File: config.mk
export PLATFORM = sky130hd
export DESIGN_NAME = write_once_option_register
export DESIGN_NICKNAME = d
export VERILOG_FILES = /design/src/hw/option_latch_pkg.sv /design/src/hw/write_once_option_register.sv
export SDC_FILE = /design/constraint.sdc
export NUM_CORES = 1
export LEC_CHECK = 0
export CAP_MARGIN = 15
export CELL_PAD_IN_SITES_DETAIL_PLACEMENT = 0
export CELL_PAD_IN_SITES_GLOBAL_PLACEMENT = 2
export CORE_AREA = 2 2 74 76
export CTS_CLUSTER_DIAMETER = 200
export DETAILED_ROUTE_END_ITERATION = 10
export DIE_AREA = 0 0 76 78
export DONT_BUFFER_PORTS = 1
export MAX_ROUTING_LAYER = met4
export PLACE_DENSITY_LB_ADDON = 0.1
export SYNTH_ARGS = -nofsm -noshare
export SYNTH_HDL_FRONTEND = slang
export SYNTH_SLANG_ARGS = --single-unit
File: constraint.sdc
create_clock -name sys_clk_in -period 1.4 [get_ports sys_clk_in]
set_clock_uncertainty 0.1 [all_clocks]
set_input_delay 0.14 -clock sys_clk_in [delete_from_list [all_inputs] [get_ports sys_clk_in]]
set_output_delay 0.14 -clock sys_clk_in [all_outputs]
set_load 0.03 [all_outputs]
File: src/hw/option_latch_pkg.sv
package option_latch_pkg;
    // Register map, byte addresses on the word-wide bus
    localparam logic [7:0] OPTION_ADDR = 8'h1F;
    localparam logic [7:0] OPTION_BYTE_ADDR = 8'h7C;
    // Field positions inside the option byte
    localparam int SLOW_CRYSTAL_BIT = 7;
    localparam int UNDERVOLT_STOP_BIT = 6;
    localparam int UNDERVOLT_RESET_BIT = 5;
    localparam int UNDERVOLT_POWER_BIT = 4;
    localparam int WATCHDOG_RATE_BIT = 3;
    localparam int SHORT_RECOVERY_BIT = 2;
    localparam int STOP_ENABLE_BIT = 1;
    localparam int WATCHDOG_DISABLE_BIT = 0;
    // Defaults loaded by every reset
    localparam logic [7:0] OPTION_RESET = 8'h30;
    // Status word: bit 0 reads back whether the one write has been used
    localparam logic [7:0] STATUS_BYTE_ADDR = 8'h80;
    localparam int WRITTEN_BIT = 0;
    // Timing counts in system clock cycles
    localparam logic [17:0] WATCHDOG_FAST_CYCLES = 18'h01FF0;
    localparam logic [17:0] WATCHDOG_SLOW_CYCLES = 18'h3FFF0;
    localparam logic [12:0] RECOVERY_SHORT_CYCLES = 13'h0020;
    localparam logic [12:0] RECOVERY_LONG_CYCLES = 13'h1000;
    // Bus encodings
    localparam logic [1:0] HTRANS_NONSEQ = 2'h2;
    localparam logic [1:0] HTRANS_SEQ = 2'h3;
endpackage

File: src/hw/write_once_option_register.sv
// Design decision made here: the AHB-Lite register port.
`timescale 1ns/1ps
`default_nettype none
module write_once_option_register (
    input wire logic sys_clk_in,
    input wire logic arst_n_in,
    input wire logic hsel_in,
    input wire logic [31:0] haddr_in,
    input wire logic [1:0] htrans_in,
    input wire logic hwrite_in,
    input wire logic [2:0] hsize_in,
    input wire logic [31:0] hwdata_in,
    input wire logic hready_in,
    output logic [31:0] hrdata_out,
    output logic hreadyout_out,
    output logic hresp_out,
    output logic slow_crystal_select_out,
    output logic undervolt_power_enable_out,
    output logic undervolt_stop_active_out,
    output logic undervolt_reset_request_in_gated_out,
    input wire logic undervolt_reset_request_in,
    output logic [17:0] watchdog_timeout_cycles_out,
    output logic watchdog_disable_out,
    input wire logic stop_opcode_in,
    output logic stop_illegal_out,
    output logic stop_execute_out,
    input wire logic stop_exit_by_reset_pin_in,
    output logic [12:0] stop_recovery_cycles_out
);

    ////////////////////////////////////////////////////////////////////////////
    // Reset release and input synchronisers

    logic rst_meta;
    logic rst_sync_n;
    logic uv_req_synced;
    logic pin_exit_synced;
    logic [1:0] async_ins;
    wire logic [1:0] sync_second;

    // Slot 0 carries the monitor request, slot 1 the pin exit
    assign async_ins = {stop_exit_by_reset_pin_in, undervolt_reset_request_in};

    // Reset asserts at once, releases two edges later
    always_ff @(posedge sys_clk_in or negedge arst_n_in)
    begin
        if (!arst_n_in)
        begin
            rst_meta <= 1'b0;
            rst_sync_n <= 1'b0;
        end
        else
        begin
            rst_meta <= 1'b1;
            rst_sync_n <= rst_meta;
        end
    end

    // Two flops per asynchronous input; only the second one is ever read
    // Two cycles of lag are the price for a settled level
    generate
        for (genvar i = 0; i < 2; i++)
        begin : g_sync
            logic first_ff;
            logic second_ff;

            // Cleared with the internal reset, so no stale request survives it
            always_ff @(posedge sys_clk_in or negedge rst_sync_n)
            begin
                if (!rst_sync_n)
                begin
                    first_ff <= 1'b0;
                    second_ff <= 1'b0;
                end
                else
                begin
                    first_ff <= async_ins[i];
                    second_ff <= first_ff;
                end
            end

            assign sync_second[i] = second_ff;
        end
    endgenerate

    // Named views for the decoding further down
    assign uv_req_synced = sync_second[0];
    assign pin_exit_synced = sync_second[1];

    ////////////////////////////////////////////////////////////////////////////
    // Bus address phase capture

    logic phase_write;
    logic phase_read;
    logic [7:0] phase_addr;
    logic addr_valid;

    function automatic logic is_active(input logic [1:0] trans);
        is_active = (trans == option_latch_pkg::HTRANS_NONSEQ) ||
            (trans == option_latch_pkg::HTRANS_SEQ);
    endfunction

    // A transfer is taken only while the bus is ready and we are selected
    // Idle and busy cycles never reach the decoder
    assign addr_valid = hsel_in && hready_in && is_active(htrans_in);

    // Data phase follows one cycle behind; slave never waits
    always_ff @(posedge sys_clk_in or negedge rst_sync_n)
    begin
        if (!rst_sync_n)
        begin
            phase_write <= 1'b0;
            phase_read <= 1'b0;
            phase_addr <= 8'h00;
        end
        else
        begin
            phase_write <= addr_valid && hwrite_in;
            phase_read <= addr_valid && !hwrite_in;
            phase_addr <= haddr_in[7:0];
        end
    end

    // Zero wait states: every access finishes in its own data phase
    // Refused writes still answer OKAY, software gets no error signal
    assign hreadyout_out = 1'b1;
    assign hresp_out = 1'b0;

    ////////////////////////////////////////////////////////////////////////////
    // Option latches

    logic [7:0] options;
    logic written;
    logic option_hit;

    assign option_hit = phase_write &&
        (phase_addr == option_latch_pkg::OPTION_BYTE_ADDR);

    // Only the first write lands; later ones are dropped silently
    // The written flag has no clear but reset, so the lock cannot reopen
    // Plain flip-flops, not storage: every reset brings back the defaults
    always_ff @(posedge sys_clk_in or negedge rst_sync_n)
    begin
        if (!rst_sync_n)
        begin
            options <= option_latch_pkg::OPTION_RESET;
            written <= 1'b0;
        end
        else if (option_hit && !written)
        begin
            options <= hwdata_in[7:0];
            written <= 1'b1;
        end
    end

    ////////////////////////////////////////////////////////////////////////////
    // Read data

    // Unmapped words read zero
    always_ff @(posedge sys_clk_in or negedge rst_sync_n)
    begin
        if (!rst_sync_n)
        begin
            hrdata_out <= 32'h00000000;
        end
        else if (addr_valid && !hwrite_in)
        begin
            if (haddr_in[7:0] == option_latch_pkg::OPTION_BYTE_ADDR)
            begin
                hrdata_out <= {24'h000000, next_options_view()};
            end
            else if (haddr_in[7:0] == option_latch_pkg::STATUS_BYTE_ADDR)
            begin
                hrdata_out <= {31'h00000000, next_written_view()};
            end
            else
            begin
                hrdata_out <= 32'h00000000;
            end
        end
    end

    // Read right behind the write sees the new byte
    function automatic logic [7:0] next_options_view();
        next_options_view = (option_hit && !written) ? hwdata_in[7:0] : options;
    endfunction

    // Status read right behind the write sees the lock already taken
    function automatic logic next_written_view();
        next_written_view = written || option_hit;
    endfunction

    ////////////////////////////////////////////////////////////////////////////
    // Option decoding to the other modules

    // One option bit by its field position; used by every output below
    function automatic logic opt_bit(input int pos);
        opt_bit = options[pos];
    endfunction

    // Outputs are levels from the latched byte; gated request, stop answers and recovery length also follow their inputs
    // The byte changes only on reset and on the edge that takes the one permitted write

    // Range select for generator and clock monitor
    // Both halves must switch together or the monitor trips falsely
    assign slow_crystal_select_out =
        opt_bit(option_latch_pkg::SLOW_CRYSTAL_BIT);

    // Power gate for the undervolt monitor
    assign undervolt_power_enable_out =
        opt_bit(option_latch_pkg::UNDERVOLT_POWER_BIT);

    // Stop-mode running needs power too
    // A stop enable alone would leave the monitor half configured
    assign undervolt_stop_active_out =
        opt_bit(option_latch_pkg::UNDERVOLT_STOP_BIT) &&
        opt_bit(option_latch_pkg::UNDERVOLT_POWER_BIT);

    // Monitor reset request, synchronised, then gated by its option
    assign undervolt_reset_request_in_gated_out = uv_req_synced &&
        opt_bit(option_latch_pkg::UNDERVOLT_RESET_BIT);

    // Timeout length for the watchdog counter; counting lives elsewhere
    assign watchdog_timeout_cycles_out =
        opt_bit(option_latch_pkg::WATCHDOG_RATE_BIT) ?
        option_latch_pkg::WATCHDOG_FAST_CYCLES :
        option_latch_pkg::WATCHDOG_SLOW_CYCLES;

    // Watchdog off switch; stays enabled until software says otherwise
    assign watchdog_disable_out =
        opt_bit(option_latch_pkg::WATCHDOG_DISABLE_BIT);

    // Decoder asks per opcode; answer is combinational
    // Exactly one of the two answers is high while the opcode is asked
    assign stop_illegal_out = stop_opcode_in &&
        !opt_bit(option_latch_pkg::STOP_ENABLE_BIT);
    assign stop_execute_out = stop_opcode_in &&
        opt_bit(option_latch_pkg::STOP_ENABLE_BIT);

    // Pin exit overrides the short choice
    // The long delay also covers the monitor turn-on time after a pin exit
    assign stop_recovery_cycles_out =
        (opt_bit(option_latch_pkg::SHORT_RECOVERY_BIT) && !pin_exit_synced) ?
        option_latch_pkg::RECOVERY_SHORT_CYCLES :
        option_latch_pkg::RECOVERY_LONG_CYCLES;

endmodule
`default_nettype wire

==> reports/qor.csv, run 1 <==
metric,value,unit
yosysWarnings,0,
synth-seq-area-share,0.511,
status,finished with violations,
r2r_end,hrdata_out[4],
min_path_type,in2reg,
worstPathMaxFanout,4,
die_h,78,um
drtPass1Iterations,4,
clk_pin_slew,0.07,ns
post-route-drc-count,0,
synthArstFlopShare,1.00,
track_usage,0.100,
power.density,1080,mW/mm^2
grt_pass1_wl,4410,um
critPathLaunchType,register,
antenna_found_initial,0,
place_congestion,0.671,
power,0.00208,W
seq_power_share,0.458,
place_hpwl,2110,um
violations,negative setup slack,
hold_ws,0.0292,ns
end_kind,register,
clockPowerShare,0.411,
synth-edff-count,0,
grt_pass1_vias,899,
cts-root-buf,clkbuf_8,
synth.largest_area_cell,dfrtp_1,
finalSetupViolations,16,
setup_slack,-0.421,ns
grt_max_degree,19,
nFillCells,506,
synth_area_per_cell,12.2,um^2
clockBufferDepth,2,
gr-total-overflow,0,
design.die.area,0.00593,mm^2
fp.dieW,76,um
grt_setup_unrepaired,true,
boundaryPins,149,
htree_levels,2,
required,1.47,ns
final.setup.tns,-4.56,ns
rrSetupSlack,-0.42,ns
r2r_cells,5,
whs_path_depth,3,
layout.area.seq,803,um^2
hp-start,haddr_in[0],
wl_per_cell,11.6,um
drt-vias-per-instance,3.69,
drive_gt1_frac,0.231,
ir_worst_vdd,413,uV
switching_share,0.265,
ys_top_cells_by_area,"dfrtp_1 48%, buf_4 26%, mux2_2 5.0%",
multiInputGateArea,558,um^2
r2r_start,phase_addr[7],
critical_path_arrival,1.89,ns
area_growth_syn_to_layout,22.9,%
clk_latency,0.27,ns
drt_wl_total,2780,um
n_antenna_cell,0,
synthCells,129,
ys_ff_latch,32,
synth_cell_types,25,
max_cap_viol_count,0,
critPathKind,reg2reg,
start_util,0.312,
io_buffers,0,
ant_nets,0,
core-area,0.00504,mm^2
max_freq,549,MHz
p_leak,0.969,nW
holdPathEnd,hrdata_out[3],
slew_viol_final,0,
nNetsFinal,245,
synth_most_common_cell,buf_4,
finalCriticalPeriod,1.82,ns
cts_tree,yes,
hold_viol,0,
cts_buffers,5,
internal_power,0.00153,W
clock-sinks,32,
fin_crit_sh,1.30,
synth_flop_cell,dfrtp_1,
synth_top_area_frac,0.478,
combPwrFrac,0.131,
yosys-top-cells-count,"54 x buf_4, 30 x dfrtp_1, 7 x mux2_2",
core.rowCount,26,
p_switching,0.000553,W
dr.first_iter.drc_count,14,
syn_area,0.00157,mm^2
vias,883,
[worst max-delay path by stage]
stage	depth (start not counted)	slack [ns]	endpoint	startpoint
global route	5	-0.52	hrdata_out[5]	phase_addr[7]
global placement	5	-0.40	hrdata_out[1]	phase_addr[7]
detailed placement	5	-0.43	hrdata_out[1]	phase_addr[7]
CTS	5	-0.44	hrdata_out[4]	phase_addr[7]
finish	5	-0.42	hrdata_out[4]	phase_addr[7]
floorplan	4	-0.49	hrdata_out[0]	phase_addr[7]
[repair_timing]
action | in CTS | in global routing
pin swaps | 2 | 0
hold buffers | 21 | 1
gates resized for setup | 7 | 1
hold endpoints to repair | 22 | 1
gates cloned | 0 | 0
setup buffers | 2 | 0
endpoints found under the setup margin | 17 | 17
[power groups by stage]
stage               combinational, W  sequential [W]  clock (W)
floorplan                   0.000300        0.000981          0
global placement            0.000219        0.000970          0
detailed placement          0.000220        0.000971          0
CTS                         0.000270        0.000953   0.000896
global route                0.000291        0.000955   0.000942
finish                      0.000274        0.000953   0.000856
[layer usage]
layer  vias up  part of all wire  GRT usage
li1        399                 -          -
met1       428              0.38      0.111
met2        52              0.53      0.166
met3         4             0.080     0.0419
met4         0            0.0094     0.0327
met5         -                 0          -
[placed cells by master (no fill, tap or decap), types with 2 or more instances in the layout]
master,instances
buf_4,14
and2_1,3
a22o_1,6
dfstp_2,2
dlygate4sd3_1,22
nand2_1,2
inv_1,4
conb_1,51
mux2_2,3
and4_1,2
clkbuf_8,5
and4b_1,2
dfrtp_1,30
mux2_4,4
[cell families (layout without fill, tap and decap cells)]
family | after synthesis | after routing | synth area share
AOI/OAI and AO/OA | 9 | 9 | 0.0486
other | 2 | 51 | 0.00478
muxes | 8 | 8 | 0.0565
buffers and inverters | 59 | 50 | 0.270
and+or+nand+nor | 19 | 19 | 0.109
DFF | 32 | 32 | 0.511
[area by class of cell]
class,instances,share of cell area
clock buffer,5,0.0356
clock inverter,3,0.0220
inverter,4,0.00777
multi-input combinational,87,0.289
sequential,32,0.416
tap,70,0.0453
timing repair buffer,38,0.185
[flip-flops by register name (all words and copies together), names as in the netlist]
| name | flops |
|---|---|
| hrdata_out | 8 |
| options | 8 |
| phase_addr | 8 |
| g_sync.first_ff | 2 |
| g_sync.second_ff | 2 |
| phase_write | 1 |
| rst_meta | 1 |
| rst_sync_n | 1 |
| written | 1 |
[critical path, cell delays in order (launching register included)]
cell and delay (ns):
dfrtp_1 0.35, nand3b_1 0.20, nor4_4 0.32, buf_4 0.21
mux2_2 0.34, a22o_1 0.19
[through the flow]
step	util	instances	setup slack (ns)	area (um^2)
CTS	0.379	238	-0.438	1910
global placement	0.308	207	-0.400	1560
global route	0.383	239	-0.519	1930
floorplan	-	178	-0.492	1760
finish	0.383	239	-0.421	1930
detailed placement	0.308	207	-0.434	1560
Note: power is estimated with default switching activity, not from simulation.
==> inputs of run 2 (changes only) <==
--- a/config.mk
+++ b/config.mk
@@ -13,8 +13,10 @@
 export DETAILED_ROUTE_END_ITERATION = 10
 export DIE_AREA = 0 0 76 78
 export DONT_BUFFER_PORTS = 1
+export HOLD_SLACK_MARGIN = 0.02
 export MAX_ROUTING_LAYER = met4
 export PLACE_DENSITY_LB_ADDON = 0.1
+export RECOVER_POWER = 25
 export SYNTH_ARGS = -nofsm -noshare
 export SYNTH_HDL_FRONTEND = slang
 export SYNTH_SLANG_ARGS = --single-unit
==> reports/qor.csv, run 2 (synthesis results as in run 1) <==
metric,value,unit,change
grt_max_degree,19,,unchanged
area_growth_syn_to_layout,22.5,%,
cts_tree,yes,,
drtPass1Iterations,4,,unchanged
combPwrFrac,0.130,,about the same
worstPathMaxFanout,4,,unchanged
wl_per_cell,11.6,um,about the same
grt_pass1_wl,4410,um,unchanged
drt_wl_total,2770,um,about the same
p_switching,0.000553,W,about the same
final_cell_mix,"51 x conb_1, 30 x dfrtp_1, 22 x dlygate4sd3_1",,
max_cap_viol_count,0,,unchanged
clock-sinks,32,,unchanged
grt_setup_unrepaired,true,,
design.die.area,0.00593,mm^2,unchanged
worst_pin_slew,0.589,ns,
slew_viol_final,0,,unchanged
layout_commonest_cell,conb_1,,
critPathLaunchType,register,,
status,finished with violations,,
clockPowerShare,0.411,,about the same
core.rowCount,26,,unchanged
ant_nets,0,,unchanged
nFillCells,506,,unchanged
min_path_type,in2reg,,
clockBufferDepth,2,,unchanged
p_leak,0.965,nW,-0.44%
internal_power,0.00153,W,-0.15%
fp.dieW,76,um,unchanged
violations,negative setup slack,,
switching_share,0.266,,+0.000272
finalSetupViolations,16,,unchanged
die_h,78,um,unchanged
seq_power_share,0.458,,about the same
core-area,0.00504,mm^2,unchanged
fin_crit_sh,1.30,,unchanged
boundaryPins,149,,unchanged
n_antenna_cell,0,,unchanged
hold_viol,0,,unchanged
dr.first_iter.drc_count,14,,unchanged
clk_pin_slew,0.07,ns,about the same
cts_buffers,5,,unchanged
required,1.47,ns,about the same
vias,883,,unchanged
slew_headroom,0.608,,
place_congestion,0.671,,unchanged
hold_ws,0.0292,ns,unchanged
cts-root-buf,clkbuf_8,,
gr-total-overflow,0,,unchanged
setup_slack,-0.421,ns,unchanged
place_hpwl,2110,um,unchanged
grt_pass1_vias,899,,unchanged
finalCriticalPeriod,1.82,ns,unchanged
track_usage,0.100,,unchanged
critical_path_arrival,1.89,ns,about the same
antenna_found_initial,0,,unchanged
largestRegisters,"hrdata_out (8), options (8), phase_addr (8)",,
clk_latency,0.27,ns,about the same
final_util,0.382,,-0.00124
nNetsFinal,245,,unchanged
critPathMaxStageDelay,0.35,ns,about the same
fin_cells,239,,unchanged
path_cells,nand3b_1 > nor4_4 > buf_4 > mux2_2 > a22o_1,,
max_freq,549,MHz,unchanged
htree_levels,2,,unchanged
io_buffers,0,,unchanged
drive_gt1_frac,0.225,,-0.00592
drt-vias-per-instance,3.69,,unchanged
ir_worst_vdd,413,uV,unchanged
cp_slowest_cell,dfrtp_1,,
end_kind,register,,
dp.cells,207,,unchanged
critPathKind,reg2reg,,
power.density,1080,mW/mm^2,+0.21%
post-route-drc-count,0,,unchanged
start_util,0.312,,unchanged
## run 2: area by class of cell
| type | instances | area, um^2 | area share |
|---|---|---|---|
| Timing Repair Buffer | 38 | 350 | 0.182 |
| Clock inverter | 3 | 42.5 | 0.0221 |
| Tap cell | 70 | 87.6 | 0.0455 |
| Multi-Input combinational cell | 87 | 558 | 0.290 |
| Clock buffer | 5 | 68.8 | 0.0357 |
| Sequential cell | 32 | 803 | 0.417 |
| Inverter | 4 | 15.0 | 0.00780 |
## run 2: critical path: cells and delay by family (launching register included)
kind | cells | cell delay (ns)
AND/OR/NAND/NOR | 2 | 0.52
flip-flops | 1 | 0.35
multiplexers | 1 | 0.34
buffers and inverters | 1 | 0.21
AO/OA/AOI/OAI | 1 | 0.19
## run 2: worst paths after layout
kind / from / to / slack, ns / depth (start not counted)
min in group asynchronous: rst_sync_n / hrdata_out[0] / 0.21 / 1
worst max-delay path: phase_addr[7] / hrdata_out[4] / -0.42 / 5
worst min register to register: rst_sync_n / hrdata_out[0] / 0.21 / 1
worst min-delay path: haddr_in[0] / hrdata_out[3] / 0.03 / 3
max in group asynchronous: arst_n_in / rst_meta / 0.54 / 2
worst max register to register: phase_addr[7] / hrdata_out[4] / -0.42 / 5
## run 2: per-layer routing
metal | global-route usage | up-vias | wire length [um]
li1 | - | 399 | -
met1 | 0.111 | 428 | 1050
met2 | 0.166 | 52 | 1470
met3 | 0.0419 | 4 | 223
met4 | 0.0327 | 0 | 26
met5 | - | - | 0
## run 2: timing repair
action,CTS,global route
hold endpoints to repair,23,1
pin swaps,2,0
gates cloned,0,0
hold buffers,21,1
gates resized for setup,7,1
endpoints found under the setup margin,17,17
setup buffers,2,0
## run 2: metrics by stage
step | setup TNS (ns) | instance area [um^2] | total power, W | setup WS [ns]
after floorplan | -4.41 | 1760 | 0.00128 | -0.492
after global placement | -4.23 | 1560 | 0.00119 | -0.400
after detailed placement | -4.86 | 1560 | 0.00119 | -0.434
after CTS | -4.87 | 1910 | 0.00212 | -0.438
after global routing | -6.05 | 1930 | 0.00219 | -0.519
final | -4.56 | 1930 | 0.00208 | -0.421
## run 2: power by group through the flow
stage               sequential [W]  combinational, W  clock [W]
global placement          0.000970          0.000219          0
global route              0.000955          0.000289   0.000942
CTS                       0.000953          0.000270   0.000896
floorplan                 0.000981          0.000300          0
finish                    0.000953          0.000271   0.000856
detailed placement        0.000971          0.000220          0
